<file path="config.mk">
export PLATFORM = sky130hd
export DESIGN_NAME = sto_sequencer
export DESIGN_NICKNAME = d
export VERILOG_FILES = /design/src/verilog/sto_pkg.sv /design/src/verilog/sto_sequencer.sv /design/src/verilog/sto_input_filter.sv /design/src/verilog/sto_err_counter.sv
export VERILOG_INCLUDE_DIRS = /design/src /design/src/verilog
export SDC_FILE = /design/constraint.sdc
export NUM_CORES = 1
export LEC_CHECK = 0
export ABC_AREA = 1
export BUFFER_PORTS_ARGS = -buffer_cell sky130_fd_sc_hd__buf_2
export CAP_MARGIN = 10
export CORE_MARGIN = 8
export CORE_UTILIZATION = 63
export CTS_CLUSTER_DIAMETER = 50
export DETAILED_ROUTE_END_ITERATION = 10
export PLACE_DENSITY = 0.82
export SLEW_MARGIN = 20
export SYNTH_ARGS = -nofsm -noshare
export SYNTH_HDL_FRONTEND = slang
export SYNTH_HIERARCHICAL = 1
export SYNTH_SLANG_ARGS = --single-unit
</file>
<file path="constraint.sdc">
create_clock -name CORE_CLK_I -period 4 [get_ports CORE_CLK_I]
set_clock_uncertainty 0.15 [all_clocks]
set_input_delay 0.4 -clock CORE_CLK_I [delete_from_list [all_inputs] [get_ports CORE_CLK_I]]
set_output_delay 0.4 -clock CORE_CLK_I [all_outputs]
set_load 0.005 [all_outputs]
</file>
<file path="src/verilog/sto_regs.svh">
// Purpose: constants for the safe torque off sequencer
// Assumes: core clock of 25 MHz
// Notes: times keep their printed unit; cycle counts derive from them
`ifndef STO_REGS_SVH
`define STO_REGS_SVH

`define STO_CLK_KHZ 25000
// shortest off time that still counts as a request (exclusive)
`define STO_FILT_TIME_US 500
// channel disagreement allowed before the mismatch alarm
`define STO_MISM_TIME_MS 10000
// longest time from both channels off to motor power removed
`define STO_OFF_MAX_TIME_US 20000
// least time rounds up, longest rounds down
`define STO_FILT_CYC ((`STO_FILT_TIME_US * `STO_CLK_KHZ + 999) / 1000)
`define STO_MISM_CYC (`STO_MISM_TIME_MS * `STO_CLK_KHZ)
`define STO_OFF_MAX_CYC (`STO_OFF_MAX_TIME_US * `STO_CLK_KHZ / 1000)

// error clear selection value that keeps the position error
`define STO_CLR_SEL_KEEP 2'h1
// default position error limit
`define STO_ERR_LIMIT 24'h0FFFFF
// alarm codes on the three code outputs
`define STO_CODE_NONE 3'h0
`define STO_CODE_OVF 3'h2
`define STO_CODE_MISM 3'h5
`define STO_CODE_OTHER 3'h7

`endif

</file>
<file path="src/verilog/sto_pkg.sv">
// Purpose: shared types of the safe torque off sequencer
// Assumes: nothing
// Notes: state codes are gray along idle, run, safe stop
package sto_pkg;
  typedef enum logic [1:0] {
    STO_IDLE_BLOCK = 2'h0,
    STO_RUN = 2'h1,
    STO_SAFE_STOP = 2'h3
  } sto_state_t;
endpackage

</file>
<file path="src/verilog/sto_sequencer.sv">
// Purpose: dual channel safe torque off sequencer of a servo drive
// Assumes: all inputs synchronous to CORE_CLK_I at 25 MHz
// Notes: channel inputs are high while current flows (normal operation)
// Operation
// either channel off enters safe stop
// both on, servo-on off, goes idle block
// servo-on held keeps safe stop until released
// main power off also waits servo-on release
// forced servo-on source never leaves safe stop
// channels disagree 10 s raises mismatch alarm
// both off removes motor power within 20 ms
// off pulses 0.5 ms or shorter ignored
// channel on means run, off means request
// safety circuit drives both channels redundantly
// safe stop acts during utility functions
// interrupted utility needs cancel and restart
// safe stop rejects servo-on, ready off
// ready returns in idle block, channels on
// brake engages at once, delay bypassed
// dynamic brake stops motor when selected
// error cleared or kept per clear select
// error over limit raises overflow alarm
// retained error moved at next servo-on
// host halts references, clears error itself
// no alarm or code outputs in safe stop; mismatch and overflow alarm outputs stay driven
// ready needs power, no stop, no alarm
// mismatch alarm latched until reset, agreed
`timescale 1ns/10ps
`include "sto_regs.svh"
module sto_sequencer
  import sto_pkg::*;
#(
  parameter int FILT_CYC = `STO_FILT_CYC,
  parameter int MISM_CYC = `STO_MISM_CYC,
  parameter int OFF_MAX_CYC = `STO_OFF_MAX_CYC,
  parameter int DLY_W = 16
) (
  input wire logic CORE_CLK_I,
  input wire logic RESETN_I,
  input wire logic SAFE_STOP_REQUEST_A_N_I,
  input wire logic SAFE_STOP_REQUEST_B_N_I,
  input wire logic SERVO_ON_REQ_I,
  input wire logic SERVO_ON_SOURCE_SELECT_I,
  input wire logic MAIN_POWER_ON_I,
  input wire logic ABS_ENCODER_USED_I,
  input wire logic ABSOLUTE_DATA_REQUEST_I,
  input wire logic SERVO_ALARM_IN_I,
  input wire logic ALARM_RESET_I,
  input wire logic UTILITY_ACTIVE_I,
  input wire logic STOP_METHOD_SETTING_I,
  input wire logic [DLY_W-1:0] BRAKE_RELEASE_DELAY_SETTING_I,
  input wire logic [1:0] ERROR_CLEAR_SELECT_I,
  input wire logic POSITION_ERROR_CLEAR_IN_I,
  input wire logic REF_PULSE_I,
  input wire logic REF_DIR_I,
  output logic MOTOR_POWER_EN_O,
  output logic HARDWIRED_SAFE_STOP_STATE_O,
  output logic IDLE_BLOCK_STATE_O,
  output logic SERVO_READY_O,
  output logic HOLDING_BRAKE_OUT_O,
  output logic DYN_BRAKE_O,
  output logic UTILITY_PERMIT_O,
  output logic DUAL_INPUT_MISMATCH_ALARM_O,
  output logic POSITION_ERROR_OVERFLOW_ALARM_O,
  output logic SERVO_ALARM_OUT_O,
  output logic [2:0] ALARM_CODE_OUT_O,
  output logic MOTION_STEP_O,
  output logic MOTION_DIR_O
);
  localparam int MW = $clog2(MISM_CYC + 1);
  localparam logic [MW-1:0] MISM_LAST = MW'(MISM_CYC - 1);

  sto_state_t state_q, state_d;
  logic a_on, b_on, both_on, son_eff;
  logic [MW-1:0] mism_cnt_q;
  logic mism_q, ovf, any_alarm;
  logic [DLY_W-1:0] hold_q;
  logic power_q, ready_q, brake_q, dyn_q, util_blk_q, alm_q;
  logic [2:0] code_q;
  logic step, dir;

  if (MISM_CYC < 2 || OFF_MAX_CYC <= FILT_CYC + 4) begin : g_chk
    $error("timing parameters cannot be served");
  end

  // per channel pulse filters
  sto_input_filter #(.FILT_CYC(FILT_CYC)) u_filt_a (
    .clk_i(CORE_CLK_I),
    .rst_n_i(RESETN_I),
    .raw_on_i(SAFE_STOP_REQUEST_A_N_I),
    .on_o(a_on)
  );
  sto_input_filter #(.FILT_CYC(FILT_CYC)) u_filt_b (
    .clk_i(CORE_CLK_I),
    .rst_n_i(RESETN_I),
    .raw_on_i(SAFE_STOP_REQUEST_B_N_I),
    .on_o(b_on)
  );

  // forced source makes servo-on permanently requested
  assign both_on = a_on && b_on;
  assign son_eff = SERVO_ON_SOURCE_SELECT_I || SERVO_ON_REQ_I;
  assign any_alarm = mism_q || ovf || SERVO_ALARM_IN_I;

  // next state; safe stop overrides utility activity too
  always_comb begin
    state_d = state_q;
    case (state_q)
      STO_SAFE_STOP: begin
        if (both_on && !son_eff) begin
          state_d = STO_IDLE_BLOCK;
        end
      end
      STO_IDLE_BLOCK: begin
        if (son_eff && ready_q) begin
          state_d = STO_RUN;
        end
      end
      STO_RUN: begin
        if (!son_eff || any_alarm) begin
          state_d = STO_IDLE_BLOCK;
        end
      end
      default: state_d = STO_SAFE_STOP;
    endcase
    if (!both_on) begin
      state_d = STO_SAFE_STOP;
    end
  end

  // state register, starts in safe stop
  always_ff @(posedge CORE_CLK_I or negedge RESETN_I) begin
    if (!RESETN_I) begin
      state_q <= STO_SAFE_STOP;
    end else begin
      state_q <= state_d;
    end
  end

  // mismatch timer runs while the channels disagree
  always_ff @(posedge CORE_CLK_I or negedge RESETN_I) begin
    if (!RESETN_I) begin
      mism_cnt_q <= '0;
    end else if (a_on == b_on) begin
      mism_cnt_q <= '0;
    end else if (mism_cnt_q != MISM_LAST) begin
      mism_cnt_q <= mism_cnt_q + 1'b1;
    end
  end

  // mismatch alarm latch, set wins over reset
  always_ff @(posedge CORE_CLK_I or negedge RESETN_I) begin
    if (!RESETN_I) begin
      mism_q <= 1'b0;
    end else if (a_on != b_on && mism_cnt_q == MISM_LAST) begin
      mism_q <= 1'b1;
    end else if (ALARM_RESET_I && a_on == b_on) begin
      mism_q <= 1'b0;
    end
  end

  // servo-off delay holds power after the brake engages, not in safe stop
  always_ff @(posedge CORE_CLK_I or negedge RESETN_I) begin
    if (!RESETN_I) begin
      hold_q <= '0;
    end else if (state_q == STO_SAFE_STOP) begin
      hold_q <= '0;
    end else if (state_q == STO_RUN) begin
      hold_q <= BRAKE_RELEASE_DELAY_SETTING_I;
    end else if (hold_q != '0) begin
      hold_q <= hold_q - 1'b1;
    end
  end

  // power stage, brake and dynamic brake drives
  always_ff @(posedge CORE_CLK_I or negedge RESETN_I) begin
    if (!RESETN_I) begin
      power_q <= 1'b0;
      brake_q <= 1'b0;
      dyn_q <= 1'b0;
    end else begin
      power_q <= state_q == STO_RUN || (state_q == STO_IDLE_BLOCK && hold_q != '0);
      brake_q <= state_q == STO_RUN;
      dyn_q <= state_q == STO_SAFE_STOP && STOP_METHOD_SETTING_I;
    end
  end

  // servo ready qualification
  always_ff @(posedge CORE_CLK_I or negedge RESETN_I) begin
    if (!RESETN_I) begin
      ready_q <= 1'b0;
    end else begin
      ready_q <= MAIN_POWER_ON_I && state_q != STO_SAFE_STOP && !any_alarm &&
                 (!ABS_ENCODER_USED_I || ABSOLUTE_DATA_REQUEST_I);
    end
  end

  // utility interrupted by safe stop stays blocked until cancelled
  always_ff @(posedge CORE_CLK_I or negedge RESETN_I) begin
    if (!RESETN_I) begin
      util_blk_q <= 1'b0;
    end else if (state_q == STO_SAFE_STOP && UTILITY_ACTIVE_I) begin
      util_blk_q <= 1'b1;
    end else if (!UTILITY_ACTIVE_I) begin
      util_blk_q <= 1'b0;
    end
  end

  // servo alarm and code outputs are silent in safe stop; mismatch and overflow alarm outputs stay driven
  always_ff @(posedge CORE_CLK_I or negedge RESETN_I) begin
    if (!RESETN_I) begin
      alm_q <= 1'b0;
      code_q <= `STO_CODE_NONE;
    end else if (state_q == STO_SAFE_STOP) begin
      alm_q <= 1'b0;
      code_q <= `STO_CODE_NONE;
    end else begin
      alm_q <= any_alarm;
      code_q <= mism_q ? `STO_CODE_MISM : ovf ? `STO_CODE_OVF :
                SERVO_ALARM_IN_I ? `STO_CODE_OTHER : `STO_CODE_NONE;
    end
  end

  // position error handling
  sto_err_counter u_err (
    .clk_i(CORE_CLK_I),
    .rst_n_i(RESETN_I),
    .safe_stop_i(state_q == STO_SAFE_STOP),
    .idle_i(state_q == STO_IDLE_BLOCK),
    .running_i(state_q == STO_RUN),
    .clear_sel_i(ERROR_CLEAR_SELECT_I),
    .clr_in_i(POSITION_ERROR_CLEAR_IN_I),
    .ref_pulse_i(REF_PULSE_I),
    .ref_dir_i(REF_DIR_I),
    .alarm_reset_i(ALARM_RESET_I),
    .ovf_o(ovf),
    .step_o(step),
    .dir_o(dir)
  );

  // output assignments
  assign MOTOR_POWER_EN_O = power_q;
  assign HARDWIRED_SAFE_STOP_STATE_O = state_q == STO_SAFE_STOP;
  assign IDLE_BLOCK_STATE_O = state_q == STO_IDLE_BLOCK;
  assign SERVO_READY_O = ready_q;
  assign HOLDING_BRAKE_OUT_O = brake_q;
  assign DYN_BRAKE_O = dyn_q;
  assign UTILITY_PERMIT_O = !util_blk_q && state_q != STO_SAFE_STOP;
  assign DUAL_INPUT_MISMATCH_ALARM_O = mism_q;
  assign POSITION_ERROR_OVERFLOW_ALARM_O = ovf;
  assign SERVO_ALARM_OUT_O = alm_q;
  assign ALARM_CODE_OUT_O = code_q;
  assign MOTION_STEP_O = step;
  assign MOTION_DIR_O = dir;

  // helper: cycles with both raw channels off and power still on
  logic [31:0] off_cnt_q;
  always_ff @(posedge CORE_CLK_I or negedge RESETN_I) begin
    if (!RESETN_I) begin
      off_cnt_q <= '0;
    end else if (!SAFE_STOP_REQUEST_A_N_I && !SAFE_STOP_REQUEST_B_N_I && power_q) begin
      off_cnt_q <= off_cnt_q + 1'b1;
    end else begin
      off_cnt_q <= '0;
    end
  end
endmodule

</file>
<file path="src/verilog/sto_input_filter.sv">
// Purpose: pulse filter for one shut-off request channel
// Assumes: input synchronous to the clock
// Notes: return to on is immediate, off needs more than FILT_CYC samples
`timescale 1ns/10ps
`include "sto_regs.svh"
module sto_input_filter #(
  parameter int FILT_CYC = `STO_FILT_CYC
) (
  input wire logic clk_i,
  input wire logic rst_n_i,
  input wire logic raw_on_i,
  output logic on_o
);
  localparam int CW = $clog2(FILT_CYC + 1);
  localparam logic [CW-1:0] LAST = CW'(FILT_CYC);

  logic [CW-1:0] cnt_q;
  logic on_q;

  if (FILT_CYC < 1) begin : g_chk
    $error("FILT_CYC must be at least one");
  end

  // off time counter, restarts whenever the channel is on
  always_ff @(posedge clk_i or negedge rst_n_i) begin
    if (!rst_n_i) begin
      cnt_q <= '0;
    end else if (raw_on_i) begin
      cnt_q <= '0;
    end else if (cnt_q != LAST) begin
      cnt_q <= cnt_q + 1'b1;
    end
  end

  // short dips are not a request; starts off so reset is safe
  always_ff @(posedge clk_i or negedge rst_n_i) begin
    if (!rst_n_i) begin
      on_q <= 1'b0;
    end else if (raw_on_i) begin
      on_q <= 1'b1;
    end else if (cnt_q == LAST) begin
      on_q <= 1'b0;
    end
  end

  assign on_o = on_q;
endmodule

</file>
<file path="src/verilog/sto_err_counter.sv">
// Purpose: position error accumulator with clear policy and overflow
// Assumes: one reference pulse per cycle at most
// Notes: while running the retained error is paid out as motion steps
`timescale 1ns/10ps
`include "sto_regs.svh"
module sto_err_counter #(
  parameter int ERR_W = 25,
  parameter logic [23:0] ERR_LIMIT = `STO_ERR_LIMIT
) (
  input wire logic clk_i,
  input wire logic rst_n_i,
  input wire logic safe_stop_i,
  input wire logic idle_i,
  input wire logic running_i,
  input wire logic [1:0] clear_sel_i,
  input wire logic clr_in_i,
  input wire logic ref_pulse_i,
  input wire logic ref_dir_i,
  input wire logic alarm_reset_i,
  output logic ovf_o,
  output logic step_o,
  output logic dir_o
);
  logic signed [ERR_W-1:0] err_q;
  logic signed [ERR_W-1:0] delta;
  logic over;
  logic ovf_q;
  logic step_q;
  logic dir_q;

  if (ERR_W < 25) begin : g_chk
    $error("ERR_W must exceed the limit width");
  end

  function automatic logic [ERR_W-1:0] mag(input logic signed [ERR_W-1:0] v);
    mag = v[ERR_W-1] ? ERR_W'(-v) : ERR_W'(v);
  endfunction

  assign delta = ref_pulse_i ? (ref_dir_i ? ERR_W'(1) : -ERR_W'(1)) : '0;
  assign over = mag(err_q) > ERR_W'(ERR_LIMIT);

  // error register: clear policy, accumulation, pay-out when running
  always_ff @(posedge clk_i or negedge rst_n_i) begin
    if (!rst_n_i) begin
      err_q <= '0;
    end else if (safe_stop_i && clear_sel_i != `STO_CLR_SEL_KEEP) begin
      err_q <= '0;
    end else if ((safe_stop_i || idle_i) && clr_in_i) begin
      err_q <= '0;
    end else if (running_i && err_q != '0) begin
      err_q <= err_q + delta - (err_q[ERR_W-1] ? -ERR_W'(1) : ERR_W'(1));
    end else begin
      err_q <= err_q + delta;
    end
  end

  // motion step output while retained error is moved
  always_ff @(posedge clk_i or negedge rst_n_i) begin
    if (!rst_n_i) begin
      step_q <= 1'b0;
      dir_q <= 1'b0;
    end else begin
      step_q <= running_i && err_q != '0;
      dir_q <= !err_q[ERR_W-1];
    end
  end

  // overflow alarm, set wins over reset
  always_ff @(posedge clk_i or negedge rst_n_i) begin
    if (!rst_n_i) begin
      ovf_q <= 1'b0;
    end else if (over) begin
      ovf_q <= 1'b1;
    end else if (alarm_reset_i) begin
      ovf_q <= 1'b0;
    end
  end

  assign ovf_o = ovf_q;
  assign step_o = step_q;
  assign dir_o = dir_q;
endmodule

</file>
# Word level (Yosys, flattened, before mapping)
# Index checks and enable logic that the tools add are counted.
[op_classes]
n_eq_ne = 16
n_mul = 0
magnitude_cmp = 1
mux = 36
n_div = 0
add_sub_neg = 7
shifts = 0
n_bitwise = 0
reduce_logical = 39
[ops]
columns = ["cell", "count"]
rows = [
  ["two-way mux 25 bit", 7],
  ["two-way mux 14 bit", 4],
  ["two-way mux 28 bit", 2],
  ["two-way mux 16 bit", 3],
  ["adder 14 x 1 -> 14 bit, second input constant", 2],
  ["adder 28 x 1 -> 28 bit, second input constant", 1],
  ["equality test 14 bit, second input constant", 2],
  ["equality test 28 bit, second input constant", 1],
  ["inequality test 14 bit, second input constant", 2],
  ["inequality test 28 bit, second input constant", 1],
  ["adder 25 bit", 1],
  ["greater-than comparator 25 x 20 -> 1 bit, second input constant", 1],
  ["negator 25 bit", 1],
  ["nonzero test 25 bit", 1],
  ["subtractor 25 bit", 1],
  ["nonzero test 16 bit", 1],
  ["subtractor 16 x 1 -> 16 bit, second input constant", 1],
  ["logical AND 1 bit", 15],
  ["nonzero test 2 bit", 7],
  ["two-way mux 3 bit", 4],
  ["two-way mux 1 bit", 11],
  ["inequality test 3 bit, second input constant", 3],
  ["two-way mux 2 bit", 4],
  ["logical OR 1 bit", 7],
  ["11 further kinds", 16],
]
[totals]
elab_cells = 118
mem_bits_rw = 0
output_inout_bits = 15
inputBits = 34
ff_bits = 114
latchBits = 0
mem_count = 0
mem_bits_ro = 0

# Logic depth before layout (Yosys ltp)
[logic_depth]
ltp_word = 7
depth_mapped = 30
mapped_depth_nobuf = 30

# Hierarchy
# The synthesis kept the hierarchy.
[modules_own_cells]
columns = ["mod", "area_per_inst_um2", "seq_area_each_um2", "instances", "cells_each"]
rows = [
  ["sto_err_counter", 4275.4, 700.7, 1, 764],
  ["sto_sequencer", 3310.7, 1378.8, 1, 464],
  ["sto_input_filter", 920.9, 375.4, 2, 130],
]

# Least setup slack after synthesis
# OpenSTA, ideal clock, no wires.
[synth_path]
path_kind = "in2reg"
from = "in REF_DIR_I"
to = "reg u_err.err_q[21]"
stages = 28
setup_ps = 119
setup_slack_ps = 746
n_path_buf = 0
arrival_time_ps = 2985
cell_sequence = "inv_2 > nand2_4 > nand2_1 > nand2_1 > inv_1 > ha_1 > inv_1 > nand2_1 > nand3_1 > o21ai_2 > inv_1 > o21ai_1 > xor2_1 > inv_1 > ha_1 > nand2_1 > nor2_1 > inv_1 > nor3_1 > nand2_1 > nand2_1 > nand2_1 > nand2_1 > nand2_1 > nand2_1 > nand2_1 > a21oi_1 > nor2_1"
[synth_via]
elab_chain_cells = 7
[synth_rtl]
columns = ["item", "line_no", "text"]
rows = [
  ["start: declaration", "sto_sequencer.sv:55", "input wire logic REF_DIR_I,"],
  ["two-way mux 25 bit * (2 in a row)", "sto_err_counter.sv:39", "assign delta = ref_pulse_i ? (ref_dir_i ? ERR_W'(1) : -ERR_W'(1)) : '0;"],
  ["adder 25 bit *", "sto_err_counter.sv:51, sto_err_counter.sv:53", ""],
  ["subtractor 25 bit", "sto_err_counter.sv:51", "err_q <= err_q + delta - (err_q[ERR_W-1] ? -ERR_W'(1) : ERR_W'(1));"],
  ["two-way mux 25 bit *", "sto_err_counter.sv:50", "end else if (running_i && err_q != '0) begin"],
  ["two-way mux 25 bit *", "sto_err_counter.sv:48", "end else if ((safe_stop_i || idle_i) && clr_in_i) begin"],
  ["two-way mux 25 bit *", "sto_err_counter.sv:46", "end else if (safe_stop_i && clear_sel_i != `STO_CLR_SEL_KEEP) begin"],
  ["end signal: assignment", "sto_err_counter.sv:51", ""],
  ["end signal: assignment", "sto_err_counter.sv:53", "err_q <= err_q + delta;"],
  ["end: declaration", "sto_err_counter.sv:24", "logic signed [ERR_W-1:0] err_q;"],
]
# Every way passes the cells marked *; elsewhere a longest branch is shown, timed or not.
# A chain may end at the register's enable or synchronous reset.

# Worst setup path in the final report
[layout_path]
from = "reg u_err.err_q[1]"
to = "reg u_err.err_q[17]"
[layout_via]
elab_chain_cells = 5
elab_cells_between_ends = 7
cone_classes = "add/sub (2); mux (3); reduce/logical (2)"
[layout_rtl]
columns = ["item", "line_no"]
rows = [
  ["adder 25 bit or nonzero test 25 bit (tied branches)", "sto_err_counter.sv:51, sto_err_counter.sv:53, sto_err_counter.sv:50"],
  ["subtractor 25 bit or logical AND 1 bit (tied branches)", "sto_err_counter.sv:51, sto_err_counter.sv:50"],
  ["two-way mux 25 bit *", "sto_err_counter.sv:50"],
  ["two-way mux 25 bit *", "sto_err_counter.sv:48"],
  ["two-way mux 25 bit *", "sto_err_counter.sv:46"],
]
# Marked as above.

==> impl_metrics.ini <==
[clocking]
cts_setup_buffers = 0
clk_pin_slew_ns = 0.06
clkSinkCount = 113
clock_latency_ns = 0.42
root_buffer = clkbuf_16
cts_max_path_buffers = 2
cts_made_buffers = 17
htree_levels = 4
cts_tree = yes

[synthesis]
synth-edff-count = 0
synth_simple_gate_area_frac = 0.410
synth_cell_types = 49
synth_top_family_by_area = simple AND/OR/NAND/NOR gates
yosys-top-cells-count = nand2_1, nor2_1, inv_1
synthXorXnorAreaFrac = 0.0296
synth_compound_area_frac = 0.106
synth.area.top_cells = dfrtp_1, nand2_1, nor2_1
synth_nets = 1556
synth_seq_area_share = 0.300
synthCells = 1488
yosys_warnings = 6
synthMuxAreaShare = 0
synth_fa_ha_area_frac = 0.0459
syn-cell-area_um2 = 9430
ys_seq_elements = 113
yosys.area.top_type = dfrtp_1
syn_area_per_cell_um2 = 6.34
synth.most_common_cell = nand2_1
ys.flop_type = dfrtp_1
ys_async_sr_fraction = 1.00
synthDominantCellAreaShare = 0.295

[worst_setup_path]
crit_arrival_ns = 3.74
worst-path-buf-inv = 5
r2r_cells = 25
crit_family = simple AND/OR/NAND/NOR gates
critPathKind = reg2reg
cp_data_required_time_ns = 4.12
reg2reg_slack_ns = 0.38
cp_common_cell = nand2_1
worstPathMaxFanout = 4
r2r_start = u_err/err_q[1]$_DFF_PN0_
cp_slowest_cell = dfrtp_1
cp-end-kind = register
start_kind = register
max_stage_delay_ns = 0.40
rr_endpoint = u_err/err_q[17]$_DFF_PN0_

[hold_path]
hold_start = SAFE_STOP_REQUEST_B_N_I
hp-class = in2reg
min_to = u_filt_b/cnt_q[6]$_DFFE_PN0P_
holdPathStages = 2

[drt]
dr_total_vias = 9651
wire_per_inst_um = 14.2
dr.pass1.iters = 5
initialDrtViolationCount = 686
post-route-drc-count = 0
ant_nets = 0
via_per_inst = 5.54
routed_wirelength_um = 24600

[sta]
hold_viol_final = 0
worstMarginPinSlew_ns = 0.836
tns_ns = 0
slew_headroom = 0.443
max_freq_mhz = 276
hold_slack_ns = 0.0300
slew_violations = 0
period_needed_ns = 3.62
rsz0062_at_grt = false
post-route-period-util = 0.905
setup_viol = 0

[die]
start_util = 0.646
io_pins = 49
rows = 44
dieArea_um2 = 19100
core_um2 = 14600
die_w_um = 138
die_h_um = 138

[layout]
antenna_cells = 0
regArea_um2 = 2830
nNetsFinal = 1612
multi_input_area_um2 = 5590
fill_cells = 1256
area_growth_pct = 10.8
final_area_um2 = 10500
layout-drive-gt1-share = 0.114

[run]
timing.max_cap.violations = 0

[global_route]
antenna_found_initial = 0
grt_max_degree = 61
grt_pass1_vias = 9011
grt_first_pass_wirelength_um = 41800
overflow = 0
grtUsageTotal = 0.259

[pwr]
ir_worst_vdd_mv = 0.553
power_leakage_nw = 5.30
power.density_nw_per_um2 = 660

[outcome]
status = complete, no violations

[placement]
dpl.hpwl_um = 18700
gp_congestion = 0.981
place.port_buffers = 48
placed_area_um2 = 9850
==> layout by cell type (no fill, tap or decap), drive strengths merged, types with 33 or more instances in the layout <==
cell / instances
nand2: 434
nor2: 242
inv: 231
nand3: 117
dfrtp: 111
o21ai: 72
a21oi: 66
buf: 59
nand4: 40
ha: 33
==> worst max path at each step <==
stage / startpoint / end / slack [ns] / depth (start not counted)
2_1_floorplan: REF_DIR_I / u_err/err_q[21]$_DFF_PN0_ / 0.75 / 28
3_3_place_gp: REF_PULSE_I / u_err/err_q[24]$_DFF_PN0_ / 0.07 / 26
3_5_place_dp: REF_PULSE_I / u_err/err_q[24]$_DFF_PN0_ / 0.03 / 26
4_1_cts: u_err/err_q[1]$_DFF_PN0_ / u_err/err_q[21]$_DFF_PN0_ / 0.40 / 26
5_1_grt: u_err/err_q[1]$_DFF_PN0_ / u_err/err_q[22]$_DFF_PN0_ / 0.01 / 25
6_report: u_err/err_q[1]$_DFF_PN0_ / u_err/err_q[17]$_DFF_PN0_ / 0.38 / 25
==> kinds of logic after synthesis <==
group / count (synthesis)
XOR/XNOR: 31
flip-flops: 113
buffers and inverters: 253
AND/OR/NAND/NOR: 880
adder cells (fa/ha/maj): 34
AO/OA/AOI/OAI: 177
==> metal layers <==
layer / wire (µm) / global-route usage
met2: 11100 / 0.402
met4: 587 / 0.0995
met1: 11200 / 0.350
met5: 0 / 0
met3: 1800 / 0.0469
==> metrics by stage <==
step	utilization	total power (W)	instances	setup WS, ns
finish	0.716	0.00689	1741	0.378
global route	0.716	0.00751	1741	0.0124
CTS	0.716	0.00683	1741	0.400
detailed placement	0.675	0.00530	1708	0.0347
global placement	0.675	0.00521	1708	0.0675
floorplan	-	0.00439	1488	0.746
==> state kept, by name, summed over array words and instances (netlist names), 2 cells and up <==
signal / cells
mism_cnt_q: 28
u_err/err_q: 25
hold_q: 16
u_filt_a/cnt_q: 14
u_filt_b/cnt_q: 14
ALARM_CODE_OUT_O: 2
state_q: 2
==> report_power, final <==
part           total (W)  internal (W)  switching, W  leakage, nW
clock            0.00149      0.000946      0.000546        0.281
combinational    0.00380       0.00130       0.00250         3.55
sequential       0.00160       0.00136      0.000240         1.47
==> area by class of cell <==
type,count,share of cell area
clock inverters,13,0.0131
well taps,184,0.0220
clock buffers,19,0.0433
flip-flops and latches,113,0.271
inverters,230,0.0826
repair buffers,60,0.0333
multi-input cells,1122,0.535
==> timing repair <==
action / CTS / global route
hold buffers: 1 / 0
endpoints found under the setup margin: 0 / 1
gates resized for setup: 0 / 1
hold endpoints to repair: 53 / 0
Power figures use the tool's default switching activity.
